File: src/include/arc_consts.svh
/*
  Offsets, field positions, reset values and counts of the computation unit.
  Assumes a 100 MHz ref_clk and a register port with an 8-bit byte address.
*/
// Function
// - each trigger adds or subtracts the result in the accumulator; overflow past 262143 flags.
// - sample count increments for every sample added to the accumulator; here it holds at 255.
// - count reaching the repeat target may auto-clear the accumulator, per mode.
// - clear request empties accumulator, overflow flag and count; hardware then drops the request.
// - the accumulator clear may take up to five converter clock cycles.
// - result shift right-shifts the accumulator into the filtered value; 1..6 set cutoff.
// - basic mode does no accumulation but keeps threshold, double sampling, repeat.
// - accumulate mode adds each result, updates filtered value, always tests thresholds.
// - accumulator and filtered value are always right-justified.
// - average mode accumulates every sample, tests thresholds once count reaches target.
// - burst average retriggers until count equals target, even without auto repeat.
// - low-pass mode filters samples, tests thresholds once count reaches target.
// - error value computed by one of six selectable difference calculations.
// - error compared with upper and lower thresholds sets the cross status bits.
// - threshold test picks one of eight conditions; a hit sets the channel flag.
// - all threshold comparisons are signed two's complement.
// - overflow flag set always signals a threshold interrupt; here only on samples that run the threshold test.
// - auto repeat keeps convert request set and retriggers after each update.
// - stop-on-interrupt clears convert request on a threshold hit.
// - double sampling takes two conversions per error calculation; repeat chains them.
// - first conversion sets first-sample flag only; second stores, computes error and flag.
// - double-sample cycle uses previous result as first sample, current as second.
`ifndef ARC_CONSTS_SVH
`define ARC_CONSTS_SVH

// register byte offsets
`define ARC_OFF_CTRL     8'h00
`define ARC_OFF_MODE     8'h04
`define ARC_OFF_STAT     8'h08
`define ARC_OFF_RPT      8'h0C
`define ARC_OFF_CNT      8'h10
`define ARC_OFF_ACC      8'h14
`define ARC_OFF_FLT      8'h18
`define ARC_OFF_ERR      8'h1C
`define ARC_OFF_SETPT    8'h20
`define ARC_OFF_UTH      8'h24
`define ARC_OFF_LTH      8'h28
`define ARC_OFF_RES      8'h2C
`define ARC_OFF_PREV     8'h30

// control register fields
`define ARC_CTRL_GO      0
`define ARC_CTRL_AUTO_REPEAT_ENABLE    1
`define ARC_CTRL_SOI     2
`define ARC_CTRL_DOUBLE_SAMPLE_ENABLE    3
`define ARC_CTRL_ACCUM_CLEAR_REQUEST    4
`define ARC_CTRL_PREVIOUS_SOURCE_SELECT    5
`define ARC_CTRL_SUB     6

// mode register fields (low bit of each 3-bit field)
`define ARC_MODE_MD      0
`define ARC_MODE_SHIFT   4
`define ARC_MODE_ERROR_SELECT_A    8
`define ARC_MODE_TMD     12

// status register fields
`define ARC_STAT_OVF     0
`define ARC_STAT_FIRST   1
`define ARC_STAT_UPPER_CROSS_STATUS    2
`define ARC_STAT_LOWER_CROSS_STATUS    3
`define ARC_STAT_FLAG    4

// compute modes
`define ARC_MD_BASIC     3'h0
`define ARC_MD_ACCUM     3'h1
`define ARC_MD_AVG       3'h2
`define ARC_MD_BURST     3'h3
`define ARC_MD_LPF       3'h4

// threshold tests
`define ARC_TMD_NEVER    3'h0
`define ARC_TMD_ALWAYS   3'h7

// reset values and counts
`define ARC_RPT_RST      8'h00
`define ARC_CLR_CYCLES   3'h5
`define ARC_CNT_MAX      8'hFF

`endif

File: src/include/arc_pkg.sv
/*
  Types shared by the computation unit.
  Assumes arc_consts.svh holds every number.
*/
package arc_pkg;
  typedef logic [7:0]  arc_addr_t;
  typedef logic [31:0] arc_word_t;
  typedef logic [9:0]  arc_res_t;
  typedef enum logic [0:0] {
    ARC_IDLE,
    ARC_CONV
  } arc_state_t;
endpackage

File: src/hw/arc_unit.sv
/*
  Post-conversion computation unit: accumulator, filter, error and threshold test.
  Assumes the converter core runs on ref_clk, takes conv_start as a one-cycle
  request and answers with a one-cycle conv_done beside a valid conv_result.
*/
// Chosen here: the strobed register port and the register offsets.
`timescale 1ns/1ps
`include "arc_consts.svh"

module arc_unit (
  input  wire logic             ref_clk,
  input  wire logic             rst_n,
  input  wire arc_pkg::arc_addr_t reg_addr,
  input  wire arc_pkg::arc_word_t reg_wdata,
  input  wire logic             reg_we,
  input  wire logic             reg_re,
  output arc_pkg::arc_word_t    reg_rdata,
  input  wire logic             ext_trigger,
  output logic                  conv_start,
  input  wire logic             conv_done,
  input  wire arc_pkg::arc_res_t conv_result,
  output logic                  channel_threshold_irq
);
  import arc_pkg::*;

  arc_state_t         state_q;
  logic               go_q, auto_repeat_enable_q, soi_q, double_sample_enable_q, previous_source_select_q, sub_q;
  logic               clr_req_q;
  logic [2:0]         clr_cnt_q;
  logic [2:0]         mode_q, shift_q, error_select_a_q, tmd_q;
  logic [7:0]         rpt_q, cnt_q;
  logic [15:0]        setpt_q, uth_q, lth_q;
  logic               ovf_q, first_q, upper_cross_status_q, lower_cross_status_q, flag_q;
  logic [17:0]        acc_q, flt_q, prev_q, err_q;
  logic [9:0]         res_q, hold_q;
  arc_word_t          reg_rdata_q;
  arc_word_t          rd_c;

  logic               wr_ctrl, wr_mode, wr_stat;
  logic               done, first_smp, filt_mode, restart, clr_fire;
  logic [17:0]        acc_base, acc_d_c, flt_c, flt_use;
  logic [7:0]         cnt_base, cnt_c;
  logic [18:0]        acc_sum;
  logic               ovf_hit, ovf_next, eval, cond, hit, keep_go;
  logic signed [18:0] e_res, e_flt, e_set, e_s1, err_c, e_uth, e_lth;
  logic               above_u, below_l;

  assign wr_ctrl = reg_we && (reg_addr == `ARC_OFF_CTRL);
  assign wr_mode = reg_we && (reg_addr == `ARC_OFF_MODE);
  assign wr_stat = reg_we && (reg_addr == `ARC_OFF_STAT);

  // conversions start only while idle and no clear is running
  assign conv_start = (state_q == ARC_IDLE) && !clr_req_q && (go_q || ext_trigger);
  assign done       = (state_q == ARC_CONV) && conv_done;
  assign first_smp  = double_sample_enable_q && !first_q;
  assign filt_mode  = (mode_q != `ARC_MD_BASIC);
  assign clr_fire   = clr_req_q && (clr_cnt_q == `ARC_CLR_CYCLES - 3'h1);

  // average modes start a fresh batch once the previous one is complete
  assign restart  = ((mode_q == `ARC_MD_AVG) || (mode_q == `ARC_MD_BURST)) && (cnt_q >= rpt_q);
  assign acc_base = restart ? 18'h00000 : acc_q;
  assign cnt_base = restart ? 8'h00 : cnt_q;

  // accumulator arithmetic, one spare bit catches overflow
  always_comb begin
    if (mode_q == `ARC_MD_LPF) begin
      acc_sum = {1'b0, acc_q} - {1'b0, (acc_q >> shift_q)} + {9'h000, conv_result};
    end else if (sub_q) begin
      acc_sum = {1'b0, acc_base} - {9'h000, conv_result};
    end else begin
      acc_sum = {1'b0, acc_base} + {9'h000, conv_result};
    end
  end

  assign acc_d_c  = acc_sum[17:0];
  assign ovf_hit  = filt_mode && acc_sum[18];
  assign ovf_next = ovf_q || ovf_hit;
  assign flt_c    = acc_d_c >> shift_q;
  assign flt_use  = filt_mode ? flt_c : flt_q;
  assign cnt_c    = (cnt_base == `ARC_CNT_MAX) ? `ARC_CNT_MAX : cnt_base + 8'h01;

  // basic and accumulate test every sample, the averaging modes only a full batch
  always_comb begin
    if (first_smp) begin
      eval = 1'b0;
    end else if ((mode_q == `ARC_MD_BASIC) || (mode_q == `ARC_MD_ACCUM)) begin
      eval = 1'b1;
    end else begin
      eval = (cnt_c >= rpt_q);
    end
  end

  // error operands widened to 19 signed bits; only filtered minus setpoint can still wrap
  assign e_res = $signed({9'h000, conv_result});
  assign e_flt = $signed({1'b0, flt_use});
  assign e_set = $signed({{3{setpt_q[15]}}, setpt_q});
  assign e_s1  = $signed({9'h000, (double_sample_enable_q ? hold_q : res_q)});
  assign e_uth = $signed({{3{uth_q[15]}}, uth_q});
  assign e_lth = $signed({{3{lth_q[15]}}, lth_q});

  always_comb begin
    case (error_select_a_q)
      3'h0:    err_c = e_res - $signed({9'h000, res_q});
      3'h1:    err_c = e_res - e_s1;
      3'h2:    err_c = e_res - e_set;
      3'h3:    err_c = e_res - e_flt;
      3'h4:    err_c = e_flt - $signed({1'b0, flt_q});
      3'h5:    err_c = e_flt - e_set;
      default: err_c = 19'sh00000;
    endcase
  end

  assign above_u = (err_c > e_uth);
  assign below_l = (err_c < e_lth);

  always_comb begin
    case (tmd_q)
      3'h0:    cond = 1'b0;
      3'h1:    cond = below_l;
      3'h2:    cond = !below_l;
      3'h3:    cond = !below_l && !above_u;
      3'h4:    cond = below_l || above_u;
      3'h5:    cond = !above_u;
      3'h6:    cond = above_u;
      3'h7:    cond = 1'b1;
      default: cond = 1'b0;
    endcase
  end

  // overflow forces the interrupt on any sample that runs the threshold test, so handlers can spot a bad batch
  assign hit = eval && (cond || ovf_next);

  // burst mode keeps going until its batch is full
  assign keep_go = (auto_repeat_enable_q || ((mode_q == `ARC_MD_BURST) && (cnt_c < rpt_q)))
                   && !(soi_q && hit);

  // conversion handshake
  always_ff @(posedge ref_clk or negedge rst_n) begin
    if (!rst_n) begin
      state_q <= ARC_IDLE;
    end else begin
      case (state_q)
        ARC_IDLE: begin
          if (conv_start) begin
            state_q <= ARC_CONV;
          end
        end
        ARC_CONV: begin
          if (conv_done) begin
            state_q <= ARC_IDLE;
          end
        end
        default: state_q <= ARC_IDLE;
      endcase
    end
  end

  // convert request: software set wins over the hardware drop
  always_ff @(posedge ref_clk or negedge rst_n) begin
    if (!rst_n) begin
      go_q <= 1'b0;
    end else if (wr_ctrl && reg_wdata[`ARC_CTRL_GO]) begin
      go_q <= 1'b1;
    end else if (done) begin
      go_q <= keep_go;
    end
  end

  // configuration registers
  always_ff @(posedge ref_clk or negedge rst_n) begin
    if (!rst_n) begin
      auto_repeat_enable_q  <= 1'b0;
      soi_q   <= 1'b0;
      double_sample_enable_q  <= 1'b0;
      previous_source_select_q  <= 1'b0;
      sub_q   <= 1'b0;
      mode_q  <= `ARC_MD_BASIC;
      shift_q <= 3'h0;
      error_select_a_q  <= 3'h0;
      tmd_q   <= `ARC_TMD_NEVER;
      rpt_q   <= `ARC_RPT_RST;
      setpt_q <= 16'h0000;
      uth_q   <= 16'h0000;
      lth_q   <= 16'h0000;
    end else begin
      if (wr_ctrl) begin
        auto_repeat_enable_q <= reg_wdata[`ARC_CTRL_AUTO_REPEAT_ENABLE];
        soi_q  <= reg_wdata[`ARC_CTRL_SOI];
        double_sample_enable_q <= reg_wdata[`ARC_CTRL_DOUBLE_SAMPLE_ENABLE];
        previous_source_select_q <= reg_wdata[`ARC_CTRL_PREVIOUS_SOURCE_SELECT];
        sub_q  <= reg_wdata[`ARC_CTRL_SUB];
      end
      if (wr_mode) begin
        mode_q  <= reg_wdata[`ARC_MODE_MD +: 3];
        shift_q <= reg_wdata[`ARC_MODE_SHIFT +: 3];
        error_select_a_q  <= reg_wdata[`ARC_MODE_ERROR_SELECT_A +: 3];
        tmd_q   <= reg_wdata[`ARC_MODE_TMD +: 3];
      end
      if (reg_we && (reg_addr == `ARC_OFF_RPT)) begin
        rpt_q <= reg_wdata[7:0];
      end
      if (reg_we && (reg_addr == `ARC_OFF_SETPT)) begin
        setpt_q <= reg_wdata[15:0];
      end
      if (reg_we && (reg_addr == `ARC_OFF_UTH)) begin
        uth_q <= reg_wdata[15:0];
      end
      if (reg_we && (reg_addr == `ARC_OFF_LTH)) begin
        lth_q <= reg_wdata[15:0];
      end
    end
  end

  // clear request counts out the slow-clock delay before acting
  always_ff @(posedge ref_clk or negedge rst_n) begin
    if (!rst_n) begin
      clr_req_q <= 1'b0;
      clr_cnt_q <= 3'h0;
    end else if (clr_fire) begin
      clr_req_q <= 1'b0;
      clr_cnt_q <= 3'h0;
    end else if (clr_req_q) begin
      clr_cnt_q <= clr_cnt_q + 3'h1;
    end else if (wr_ctrl && reg_wdata[`ARC_CTRL_ACCUM_CLEAR_REQUEST]) begin
      clr_req_q <= 1'b1;
    end
  end

  // accumulator, count and overflow; basic mode leaves them alone
  always_ff @(posedge ref_clk or negedge rst_n) begin
    if (!rst_n) begin
      acc_q <= 18'h00000;
      cnt_q <= 8'h00;
      ovf_q <= 1'b0;
      flt_q <= 18'h00000;
    end else if (clr_fire) begin
      acc_q <= 18'h00000;
      cnt_q <= 8'h00;
      ovf_q <= 1'b0;
    end else if (done && filt_mode) begin
      acc_q <= acc_d_c;
      cnt_q <= cnt_c;
      ovf_q <= ovf_next;
      flt_q <= flt_c;
    end
  end

  // sample sequencing and results
  always_ff @(posedge ref_clk or negedge rst_n) begin
    if (!rst_n) begin
      first_q <= 1'b0;
      hold_q  <= 10'h000;
      res_q   <= 10'h000;
      prev_q  <= 18'h00000;
      err_q   <= 18'h00000;
      upper_cross_status_q  <= 1'b0;
      lower_cross_status_q  <= 1'b0;
    end else if (done) begin
      if (first_smp) begin
        first_q <= 1'b1;
        hold_q  <= conv_result;
      end else begin
        first_q <= 1'b0;
        prev_q  <= previous_source_select_q ? flt_q : {8'h00, (double_sample_enable_q ? hold_q : res_q)};
        res_q   <= conv_result;
        err_q   <= err_c[17:0];
        upper_cross_status_q  <= above_u;
        lower_cross_status_q  <= below_l;
      end
    end else if (!double_sample_enable_q) begin
      first_q <= 1'b0;
    end
  end

  // channel flag: a hit in the same cycle as a software clear wins
  always_ff @(posedge ref_clk or negedge rst_n) begin
    if (!rst_n) begin
      flag_q <= 1'b0;
    end else if (done && hit) begin
      flag_q <= 1'b1;
    end else if (wr_stat && reg_wdata[`ARC_STAT_FLAG]) begin
      flag_q <= 1'b0;
    end
  end

  assign channel_threshold_irq = flag_q;

  // read mux; unmapped offsets read zero
  always_comb begin
    case (reg_addr)
      `ARC_OFF_CTRL:  rd_c = {25'h0000000, sub_q, previous_source_select_q, clr_req_q, double_sample_enable_q, soi_q, auto_repeat_enable_q, go_q};
      `ARC_OFF_MODE:  rd_c = {17'h00000, tmd_q, 1'b0, error_select_a_q, 1'b0, shift_q, 1'b0, mode_q};
      `ARC_OFF_STAT:  rd_c = {27'h0000000, flag_q, lower_cross_status_q, upper_cross_status_q, first_q, ovf_q};
      `ARC_OFF_RPT:   rd_c = {24'h000000, rpt_q};
      `ARC_OFF_CNT:   rd_c = {24'h000000, cnt_q};
      `ARC_OFF_ACC:   rd_c = {14'h0000, acc_q};
      `ARC_OFF_FLT:   rd_c = {14'h0000, flt_q};
      `ARC_OFF_ERR:   rd_c = {{14{err_q[17]}}, err_q};
      `ARC_OFF_SETPT: rd_c = {{16{setpt_q[15]}}, setpt_q};
      `ARC_OFF_UTH:   rd_c = {{16{uth_q[15]}}, uth_q};
      `ARC_OFF_LTH:   rd_c = {{16{lth_q[15]}}, lth_q};
      `ARC_OFF_RES:   rd_c = {22'h000000, res_q};
      `ARC_OFF_PREV:  rd_c = {14'h0000, prev_q};
      default:        rd_c = 32'h00000000;
    endcase
  end

  // read data stands only in the cycle after the strobe
  always_ff @(posedge ref_clk or negedge rst_n) begin
    if (!rst_n) begin
      reg_rdata_q <= 32'h00000000;
    end else begin
      reg_rdata_q <= reg_re ? rd_c : 32'h00000000;
    end
  end

  assign reg_rdata = reg_rdata_q;
endmodule

File: config.mk
export PLATFORM = sky130hd
export DESIGN_NAME = arc_unit
export DESIGN_NICKNAME = d
export VERILOG_FILES = /design/src/include/arc_pkg.sv /design/src/hw/arc_unit.sv
export VERILOG_INCLUDE_DIRS = /design/src /design/src/include
export SDC_FILE = /design/constraint.sdc
export NUM_CORES = 1
export LEC_CHECK = 0
export ABC_CLOCK_PERIOD_IN_PS = 9400
export BUFFER_PORTS_ARGS = -buffer_cell sky130_fd_sc_hd__buf_2
export CELL_PAD_IN_SITES_DETAIL_PLACEMENT = 0
export CELL_PAD_IN_SITES_GLOBAL_PLACEMENT = 2
export CORE_MARGIN = 8
export CORE_UTILIZATION = 36
export CTS_BUF_LIST = sky130_fd_sc_hd__clkbuf_4 sky130_fd_sc_hd__clkbuf_8
export DETAILED_ROUTE_END_ITERATION = 12
export PLACE_DENSITY_LB_ADDON = 0.15
export SLEW_MARGIN = 20
export SYNTH_ARGS = -nofsm -noshare
export SYNTH_HDL_FRONTEND = slang
export SYNTH_SLANG_ARGS = --single-unit
File: constraint.sdc
create_clock -name ref_clk -period 9.4 [get_ports ref_clk]
set_input_delay 0.94 -clock ref_clk [delete_from_list [all_inputs] [get_ports ref_clk]]
set_output_delay 0.94 -clock ref_clk [all_outputs]
set_load 0.02 [all_outputs]
After elaboration in Yosys (flattened, before gate mapping) --
Cells that the tools add are included.
Storage, ports and cells: register bits after elaboration 216, input port bits 56, output and inout port bits 34, logic and storage cells 166
Operators by class: add/subtract/negate cells 12, $lt $le $gt $ge 5, equal/unequal tests 31, shift-type cells 2, muxes and demuxes 35, bitwise operators 3, reductions and logical operators 48
Operators with widths (count):
- one-hot mux 32 bit (13 select lines) | 1
- one-hot mux 19 bit (6 select lines) | 1
- two-way mux 18 bit | 5
- equality test 8 x 6 -> 1 bit, second input constant | 5
- two-way mux 19 bit | 2
- subtractor 18 x 18 -> 19 bit | 2
- >> shifter 18 x 3 -> 18 bit | 2
- equality test 8 x 5 -> 1 bit, second input constant | 4
- two-way mux 32 bit | 1
- two-way mux 8 bit | 4
- equality test 3 bit, second input constant | 8
- logical AND 1 bit | 24
- subtractor 10 x 10 -> 11 bit | 2
- adder 18 x 10 -> 19 bit | 1
- adder 19 x 10 -> 19 bit | 1
- greater-than comparator 19 x 16 -> 1 bit | 1
- less-than comparator 19 x 16 -> 1 bit | 1
- subtractor 10 x 18 -> 19 bit | 1
- subtractor 18 x 10 -> 19 bit | 1
- subtractor 19 x 16 -> 19 bit | 1
- equality test 3 x 2 -> 1 bit, second input constant | 6
- subtractor 11 x 16 -> 17 bit | 1
- equality test 8 x 4 -> 1 bit, second input constant | 2
- greater-or-equal comparator 8 bit | 2
- other kinds (20) | 57

Logic depth before layout (Yosys ltp) --
Gate-level depths: netlist of run 1.
word-level depth 22, depth in mapped cells 54, depth with buffers taken out 52

Least setup slack after synthesis of run 1 --
Ideal clock, no wire load.
path type register to register, start register cnt_q[0], end register go_q, library setup time 0.095 ns, arrival time 9.676 ns, required time 9.305 ns, slack -0.372 ns, cell stages (with the launch flop) 52, buffers on the path 2, period minus slack after synthesis 9.772 ns, path through dfrtp_1 inv_1 ha_1 nand2b_1 a21o_1 a21o_1 a21o_1 a21o_1 a21o_1 a21o_1 a21oi_1 nor3b_1 clkbuf_1 clkbuf_1 nand2b_1 ha_1 fa_1 nor2b_1 [... 16 more ...] a311oi_1 a21oi_1 nor2b_1 o21ai_0 nand2b_1 a21oi_1 xnor2_1 a2111o_1 ha_1 nand4_1 or3_1 o21ai_0 a21oi_1 mux2_2 a21oi_1 nor4b_1 nor3_1 o31ai_1
On the way: word-level cells in the longest chain between the ends 21, elaborated cells between the ends (all ways) 39, classes of those cells 6 x add/sub; 5 x order compare; 1 x eq/ne; 1 x shift; 12 x mux; 14 x reduce/logical
RTL lines:
- from (decl) | line arc_unit.sv:31 | logic [7:0] rpt_q, cnt_q;
- from (signal assigned) | line arc_unit.sv:242 | cnt_q <= cnt_c;
- greater-or-equal comparator 8 bit | line arc_unit.sv:60 | assign restart = ((mode_q == `ARC_MD_AVG) || (mode_q == `ARC_MD_BURST)) && (cnt_q >= rpt_q);
- logical AND 1 bit | line arc_unit.sv:60
- two-way mux 18 bit | line arc_unit.sv:61 | assign acc_base = restart ? 18'h00000 : acc_q;
- adder 18 x 10 -> 19 bit or subtractor 18 x 10 -> 19 bit (tied branches) | line arc_unit.sv:71, arc_unit.sv:69
- two-way mux 19 bit | line arc_unit.sv:68 | end else if (sub_q) begin
- two-way mux 19 bit | line arc_unit.sv:66 | if (mode_q == `ARC_MD_LPF) begin
- >> shifter 18 x 3 -> 18 bit | line arc_unit.sv:78 | assign flt_c = acc_d_c >> shift_q;
- two-way mux 18 bit | line arc_unit.sv:79 | assign flt_use = filt_mode ? flt_c : flt_q;
- [... 5 more ...]
- one-hot mux 1 bit (8 select lines) | line arc_unit.sv:117 | case (tmd_q)
- logical OR 1 bit | line arc_unit.sv:131 | assign hit = eval && (cond || ovf_next);
- logical AND 1 bit | line arc_unit.sv:131
- logical AND 1 bit | line arc_unit.sv:135 | && !(soi_q && hit);
- logical NOT 1 bit | line arc_unit.sv:135
- logical AND 1 bit * | line arc_unit.sv:134 | assign keep_go = (auto_repeat_enable_q || ((mode_q == `ARC_MD_BURST) && (cnt_c < rpt_q)))
- two-way mux 1 bit * | line arc_unit.sv:164 | end else if (done) begin
- two-way mux 1 bit * | line arc_unit.sv:162 | end else if (wr_ctrl && reg_wdata[`ARC_CTRL_GO]) begin
- to (signal assigned) | line arc_unit.sv:165 | go_q <= keep_go;
- to (decl) | line arc_unit.sv:27 | logic go_q, auto_repeat_enable_q, soi_q, double_sample_enable_q, previous_source_select_q, sub_q;
Every way passes the cells marked *; elsewhere a longest branch is shown, timed or not. The select of a mux whose other input is x is not followed. A chain may end at the register's enable or synchronous reset.

Worst setup path in the final report of run 1 --
start register cnt_q[0], end register go_q
On the way: word-level cells in the longest chain between the ends 21, elaborated cells between the ends (all ways) 39, classes of those cells 6 x add/sub; 5 x order compare; 1 x eq/ne; 1 x shift; 12 x mux; 14 x reduce/logical
RTL lines:
- greater-or-equal comparator 8 bit * | line arc_unit.sv:60
- logical AND 1 bit * | line arc_unit.sv:60
- two-way mux 18 bit * | line arc_unit.sv:61
- adder 18 x 10 -> 19 bit or subtractor 18 x 10 -> 19 bit (tied branches) | line arc_unit.sv:71, arc_unit.sv:69
- two-way mux 19 bit * | line arc_unit.sv:68
- two-way mux 19 bit * | line arc_unit.sv:66
- >> shifter 18 x 3 -> 18 bit * | line arc_unit.sv:78
- two-way mux 18 bit * | line arc_unit.sv:79
- [... 2 more ...]
- named net err_c[17] | line arc_unit.sv:45 | logic signed [18:0] e_res, e_flt, e_set, e_s1, err_c, e_uth, e_lth;
- [... 3 more ...]
- one-hot mux 1 bit (8 select lines) * | line arc_unit.sv:117
- logical OR 1 bit * | line arc_unit.sv:131
- logical AND 1 bit * | line arc_unit.sv:131
- logical AND 1 bit * | line arc_unit.sv:135
- logical NOT 1 bit * | line arc_unit.sv:135
- logical AND 1 bit * | line arc_unit.sv:134
- two-way mux 1 bit * | line arc_unit.sv:164
- two-way mux 1 bit * | line arc_unit.sv:162
Mark *: on every way through the listed nets, which the timed path passes. The rest lies on a longest branch. The select of a mux whose other input is x is not followed.

==> results of run 1 <==
worst max-delay path by stage:
stage | start | end
3_3_place_gp | rpt_q[0] | go_q
5_1_grt | cnt_q[0] | go_q
4_1_cts | cnt_q[0] | go_q
2_1_floorplan | cnt_q[0] | go_q
3_5_place_dp | rpt_q[0] | go_q
6_report | cnt_q[0] | go_q
routing by layer:
| layer | vias up | global-route usage (%) | routed length, um |
|---|---|---|---|
| li1 | 9018 | - | - |
| met1 | 9296 | 35.0 | 36000 |
| met2 | 557 | 40.1 | 34900 |
| met3 | 110 | 3.29 | 4260 |
| met4 | 0 | 8.25 | 2500 |
| met5 | - | 0 | 0 |
registers in the layout, indices dropped and copies added (netlist names), 3 cells and up:
register	count
tmd_q	3
shift_q	3
prev_q	18
hold_q	10
lth_q	16
res_q	10
cnt_q	8
uth_q	16
acc_q	18
mode_q	3
flt_q	18
reg_rdata	19
setpt_q	16
error_select_a_q	3
err_q	18
clr_cnt_q	3
rpt_q	8
cell usage in the layout (no fill, tap or decap), types with 10 or more instances in the layout:
master    count
a21oi_1     110
o211ai_1     15
or3_1        16
nand4_1      20
a21oi_2      18
a21o_1       51
inv_1       163
a22oi_1      33
a211oi_1     13
nand3_1      38
xor2_1       35
nand2_1     224
xnor2_1      61
o22ai_1      18
nor3_1       36
mux2i_1      49
nand2b_1     28
o31ai_1      10
a31oi_1      34
o21ai_1      16
a221oi_1     29
nor2_1      153
fa_1         14
a22o_1       29
o21ai_0     152
and3_1       12
o21a_1       21
dfrtp_1     202
and2_1       11
buf_2        73
clkbuf_8     52
ha_1        169
a21boi_0     12
nor2b_1      31
buf_4       441
mux2_2       97
cell families after synthesis:
| kind of cell | Yosys count | synth area share [%] |
|---|---|---|
| DFF | 203 | 27.1 |
| xor gates and xnor gates | 99 | 4.63 |
| buffers and inverters | 279 | 5.91 |
| adders and majority gates | 195 | 13.7 |
| muxes | 155 | 9.08 |
| and+or+nand+nor | 631 | 15.8 |
| AOI/OAI and AO/OA | 672 | 23.8 |
cell usage after synthesis (all sizes together), types with 51 or more instances:
library cell | number | area [um^2]
nand2 | 224 | 841
dfrtp | 203 | 5080
ha | 178 | 2230
o21ai | 175 | 876
inv | 166 | 623
nor2 | 156 | 586
a21oi | 130 | 654
mux2 | 99 | 1110
clkbuf | 89 | 334
xnor2 | 64 | 561
mux2i | 55 | 563
a21o | 51 | 383
power groups by stage:
stage / Combinational, mW / Sequential [mW] / Clock [mW]
3_5_place_dp: 5.10 / 1.22 / 0
2_1_floorplan: 2.80 / 1.16 / 0
4_1_cts: 5.38 / 1.21 / 1.09
6_report: 5.52 / 1.21 / 1.07
3_3_place_gp: 5.05 / 1.22 / 0
5_1_grt: 6.04 / 1.23 / 1.13
per-stage QoR:
step	TNS (ns)	hold WS, ns
3_3_place_gp	-2.13	0.461
4_1_cts	-0.427	0.325
3_5_place_dp	-2.72	0.471
2_1_floorplan	0	0.444
5_1_grt	-1.37	0.358
6_report	-0.252	0.330
cell type report:
type                       instances  area, um^2
clock inverter                    13         185
fill                            5023       26900
timing repair buffer             522        3800
sequential                       203        5080
multi-input combinational       1752       13200
clock buffer                      59         768
antenna                            2        5.00
tap                              680         851
inverter                         167         627
what timing repair did:
| action | CTS | global route |
|---|---|---|
| endpoints found under the setup margin | 4 | 4 |
| setup buffers | 18 | 5 |
| pin swaps | 50 | 33 |
| hold endpoints to repair | 0 | 0 |
| gates resized for setup | 78 | 52 |
==> flow_summary.json, run 1 <==
{
  "status": "complete, but fails checks",
  "violations": "setup timing",
  "grt_max_degree": 81,
  "path_buf_inv": 6,
  "layout.cells.non_filler": 3398,
  "row_count": 83,
  "period_needed_ns": 9.57,
  "cts_tree": "built",
  "syn_inst": 2234,
  "cp.depth": 51,
  "synth_seq_cells": 203,
  "final_area_um2": 24500,
  "yosys_most_used_dff": "dfrtp_1",
  "start_kind": "flop",
  "cts_buffer_depth": 3,
  "setup_violations": 2,
  "cp-end-kind": "flop",
  "dr.pass1.iters": 7,
  "r2r-end": "go_q",
  "clock_sinks": 203,
  "nets": 2936,
  "required_ns": 9.86,
  "arrival_ns": 10.02,
  "path_class": "reg -> reg",
  "die_y_um": 244,
  "drcViolationCount": 0,
  "clock.fmax_mhz": 105,
  "grt_pass1_vias": 19100,
  "regToRegSetupSlack_ns": -0.17,
  "combPwrFrac_pct": 70.7,
  "postSynthAreaPerCell_um2": 8.39,
  "drv_slew": 0,
  "grtUsageTotal_pct": 25.2,
  "gr-total-overflow": 0,
  "dp_cells": 3304,
  "synth_area_um2": 18700,
  "via_per_inst": 5.59,
  "seqPwrFrac_pct": 15.5,
  "async_flop_share_pct": 100,
  "worst_path_most_repeated_cell": "a21o_1",
  "htreeDepth": 2,
  "dp.final_hpwl_um": 61700,
  "routedWlPerCell_um": 22.9,
  "reg2reg_from": "cnt_q[0]",
  "p_int_mw": 4.39,
  "vias": 19000,
  "drt_first_iter_violations": 1400,
  "ant_nets": 0,
  "syn_nets": 2485,
  "p_leak_nw": 11.6,
  "crit_path_max_incr_delay_ns": 0.52,
  "place.gp.congestion": 0.934,
  "crit_fanout": 5,
  "power.share.switching_pct": 43.8,
  "grt_pass1_wl_um": 117000,
  "drive_gt1_share_pct": 30.0,
  "cts_hold_buf": 0,
  "final.setup_skew_ns": 0.0604,
  "max-cap-violations": 0,
  "utilization_pct": 47.7,
  "drt-total-wl_um": 77600,
  "power.density_nw_per_um2": 319,
  "hold_path_class": "in -> async",
  "synth_seq_area_share_pct": 27.1,
  "r2r_cells": 51,
  "cp_top_family": "compound AO/OA/AOI/OAI gates",
  "clock_latency_ns": 0.59,
  "placed_area_um2": 22800,
  "areaGrowthSynthToFinish_pct": 30.8,
  "cts.clk_slew.worst_paths_ns": 0.06,
  "worst_slew_pin_slew_ns": 0.985,
  "crit_slowest_cell": "mux4_2",
  "numCtsBuffers": 39,
  "die_w_um": 244,
  "ir_drop_mv": 0.244,
  "clock_power_share_pct": 13.7,
  "total_power_mw": 7.81,
  "finalHoldViolCount": 0,
  "placeableCoreArea_um2": 51400,
  "synth.distinct_cells": 82,
  "finalCritPeriodShare_pct": 102,
  "dieArea_um2": 59600,
  "grt_setup_unrepaired": "true",
  "io_pins": 90,
  "power.switching_mw": 3.42,
  "pre_cts_slack_ns": -1.04,
  "start_util_pct": 36.4,
  "portBuffers": 73,
  "synth_edf_count": 0,
  "fin_ws_ns": -0.166,
  "slew_headroom_pct": 34.2,
  "yosys_warnings": 0,
  "clock-root-buffer": "clkbuf_8",
  "antenna_found_initial": 4
}
Note: power is estimated with default switching activity, not from simulation.
==> inputs of run 2 (changes only) <==
--- a/config.mk
+++ b/config.mk
@@ -15,6 +15,7 @@
 export CTS_BUF_LIST = sky130_fd_sc_hd__clkbuf_4 sky130_fd_sc_hd__clkbuf_8
 export DETAILED_ROUTE_END_ITERATION = 12
 export PLACE_DENSITY_LB_ADDON = 0.15
+export SKIP_LAST_GASP = 1
 export SLEW_MARGIN = 20
 export SYNTH_ARGS = -nofsm -noshare
 export SYNTH_HDL_FRONTEND = slang
==> flow_summary.json, run 2 (synthesis results as in run 1) <==
{
  "finalCritPeriodShare_pct": 102,
  "total_power_mw": 7.81,
  "grt.busiest_layer": "met2",
  "clock_sinks": 203,
  "clock_power_share_pct": 13.7,
  "ir_drop_mv": 0.244,
  "seqPwrFrac_pct": 15.5,
  "final_area_um2": 24500,
  "row_count": 83,
  "holdWs_ns": 0.324,
  "start_util_pct": 36.4,
  "reg2reg_from": "cnt_q[0]",
  "path_class": "reg -> reg",
  "dp.final_hpwl_um": 61700,
  "numCtsBuffers": 39,
  "cts.clk_slew.worst_paths_ns": 0.06,
  "start_kind": "flop",
  "required_ns": 9.86,
  "clock.fmax_mhz": 105,
  "crit_slowest_cell": "mux4_2",
  "ant_nets": 0,
  "worst_path_most_repeated_cell": "a21o_1",
  "worst_slew_pin_slew_ns": 0.984,
  "violations": "setup timing",
  "drcViolationCount": 0,
  "portBuffers": 73,
  "final.setup_skew_ns": 0.0609,
  "drt-total-wl_um": 77500,
  "io_pins": 90,
  "grt_pass1_vias": 19100,
  "power.switching_mw": 3.43,
  "grt_pass1_wl_um": 117000,
  "grt_max_degree": 81,
  "utilization_pct": 47.6,
  "cp-end-kind": "flop",
  "globalRouteMet2Util_pct": 40.1,
  "placed_area_um2": 22800,
  "routedWlPerCell_um": 22.8,
  "place.gp.congestion": 0.934,
  "hold_path_class": "in -> async",
  "fin_ws_ns": -0.166,
  "via_per_inst": 5.56,
  "grt_setup_unrepaired": "true",
  "r2r_cells": 51,
  "gr-total-overflow": 0,
  "cp_top_family": "compound AO/OA/AOI/OAI gates",
  "vias": 18900,
  "dr.pass1.iters": 5,
  "period_needed_ns": 9.57,
  "largest_register_ffs": 19,
  "die_y_um": 244,
  "gr-usage-met3_pct": 3.29,
  "finalHoldViolCount": 0,
  "n_fill_cell": 5021,
  "htreeDepth": 2,
  "p_leak_nw": 11.6,
  "arrival_ns": 10.03,
  "combPwrFrac_pct": 70.7,
  "nets": 2936,
  "seqCellArea_um2": 5080,
  "drive_gt1_share_pct": 30.0,
  "drv_slew": 0,
  "cts_tree": "built",
  "clock_latency_ns": 0.58,
  "grtUsageMet1_pct": 35.0,
  "status": "complete, but fails checks",
  "crit_fanout": 5,
  "drt_first_iter_violations": 1369,
  "dieArea_um2": 59600,
  "layout.cells.non_filler": 3398,
  "slew_headroom_pct": 34.3,
  "final_cell_mix": "buf_4 (441), nand2_1 (224), dfrtp_1 (202)",
  "dp_cells": 3304,
  "placeableCoreArea_um2": 51400,
  "power.density_nw_per_um2": 319,
  "path_buf_inv": 6,
  "tns_ns": -0.274,
  "areaGrowthSynthToFinish_pct": 30.7,
  "max-cap-violations": 0,
  "die_w_um": 244,
  "clock-root-buffer": "clkbuf_8",
  "final_common_cell": "buf_4",
  "antenna_found_initial": 3,
  "setup_violations": 2,
  "crit_path_max_incr_delay_ns": 0.52,
  "pre_cts_slack_ns": -1.04,
  "power.share.switching_pct": 43.9,
  "r2r-end": "go_q",
  "cts_buffer_depth": 3,
  "regToRegSetupSlack_ns": -0.17,
  "multiInputGateArea_um2": 13200,
  "grtUsageTotal_pct": 25.2,
  "cts_hold_buf": 0,
  "p_int_mw": 4.39
}
==> run 2: what timing repair did <==
action                                  4_1_cts  5_1_grt
endpoints found under the setup margin        4        4
pin swaps                                    50       33
setup buffers                                18        5
resized for setup                            78       50
==> run 2: worst max-delay path by stage <==
stage	startpoint	end	slack, ns	cells past startpoint
after floorplan	cnt_q[0]	go_q	0.006	51
after global placement	rpt_q[0]	go_q	-0.88	51
after detailed placement	rpt_q[0]	go_q	-1.04	51
after CTS	cnt_q[0]	go_q	-0.24	51
after global routing	cnt_q[0]	go_q	-0.71	51
final	cnt_q[0]	go_q	-0.17	51
==> run 2: final cells by class <==
type / count / share of cell area (%)
diodes: 2 / 0.0204
clock buffers: 59 / 3.14
clock inverters: 13 / 0.756
inverters: 167 / 2.56
multi-input cells: 1752 / 53.8
flip-flops and latches: 203 / 20.7
well taps: 680 / 3.47
repair buffers: 522 / 15.5
==> run 2: layer usage <==
| layer | wire length [um] | up-vias |
|---|---|---|
| met5 | 0 | - |
| met4 | 2490 | 0 |
| met3 | 3940 | 107 |
| met2 | 34800 | 498 |
| met1 | 36300 | 9262 |
| li1 | - | 9013 |
==> run 2: power groups by stage <==
stage	Sequential, mW	Clock, mW	Combinational, mW
after global placement	1.22	0	5.05
after floorplan	1.16	0	2.80
final	1.21	1.07	5.52
after detailed placement	1.22	0	5.10
after global routing	1.23	1.13	6.04
after CTS	1.21	1.09	5.38
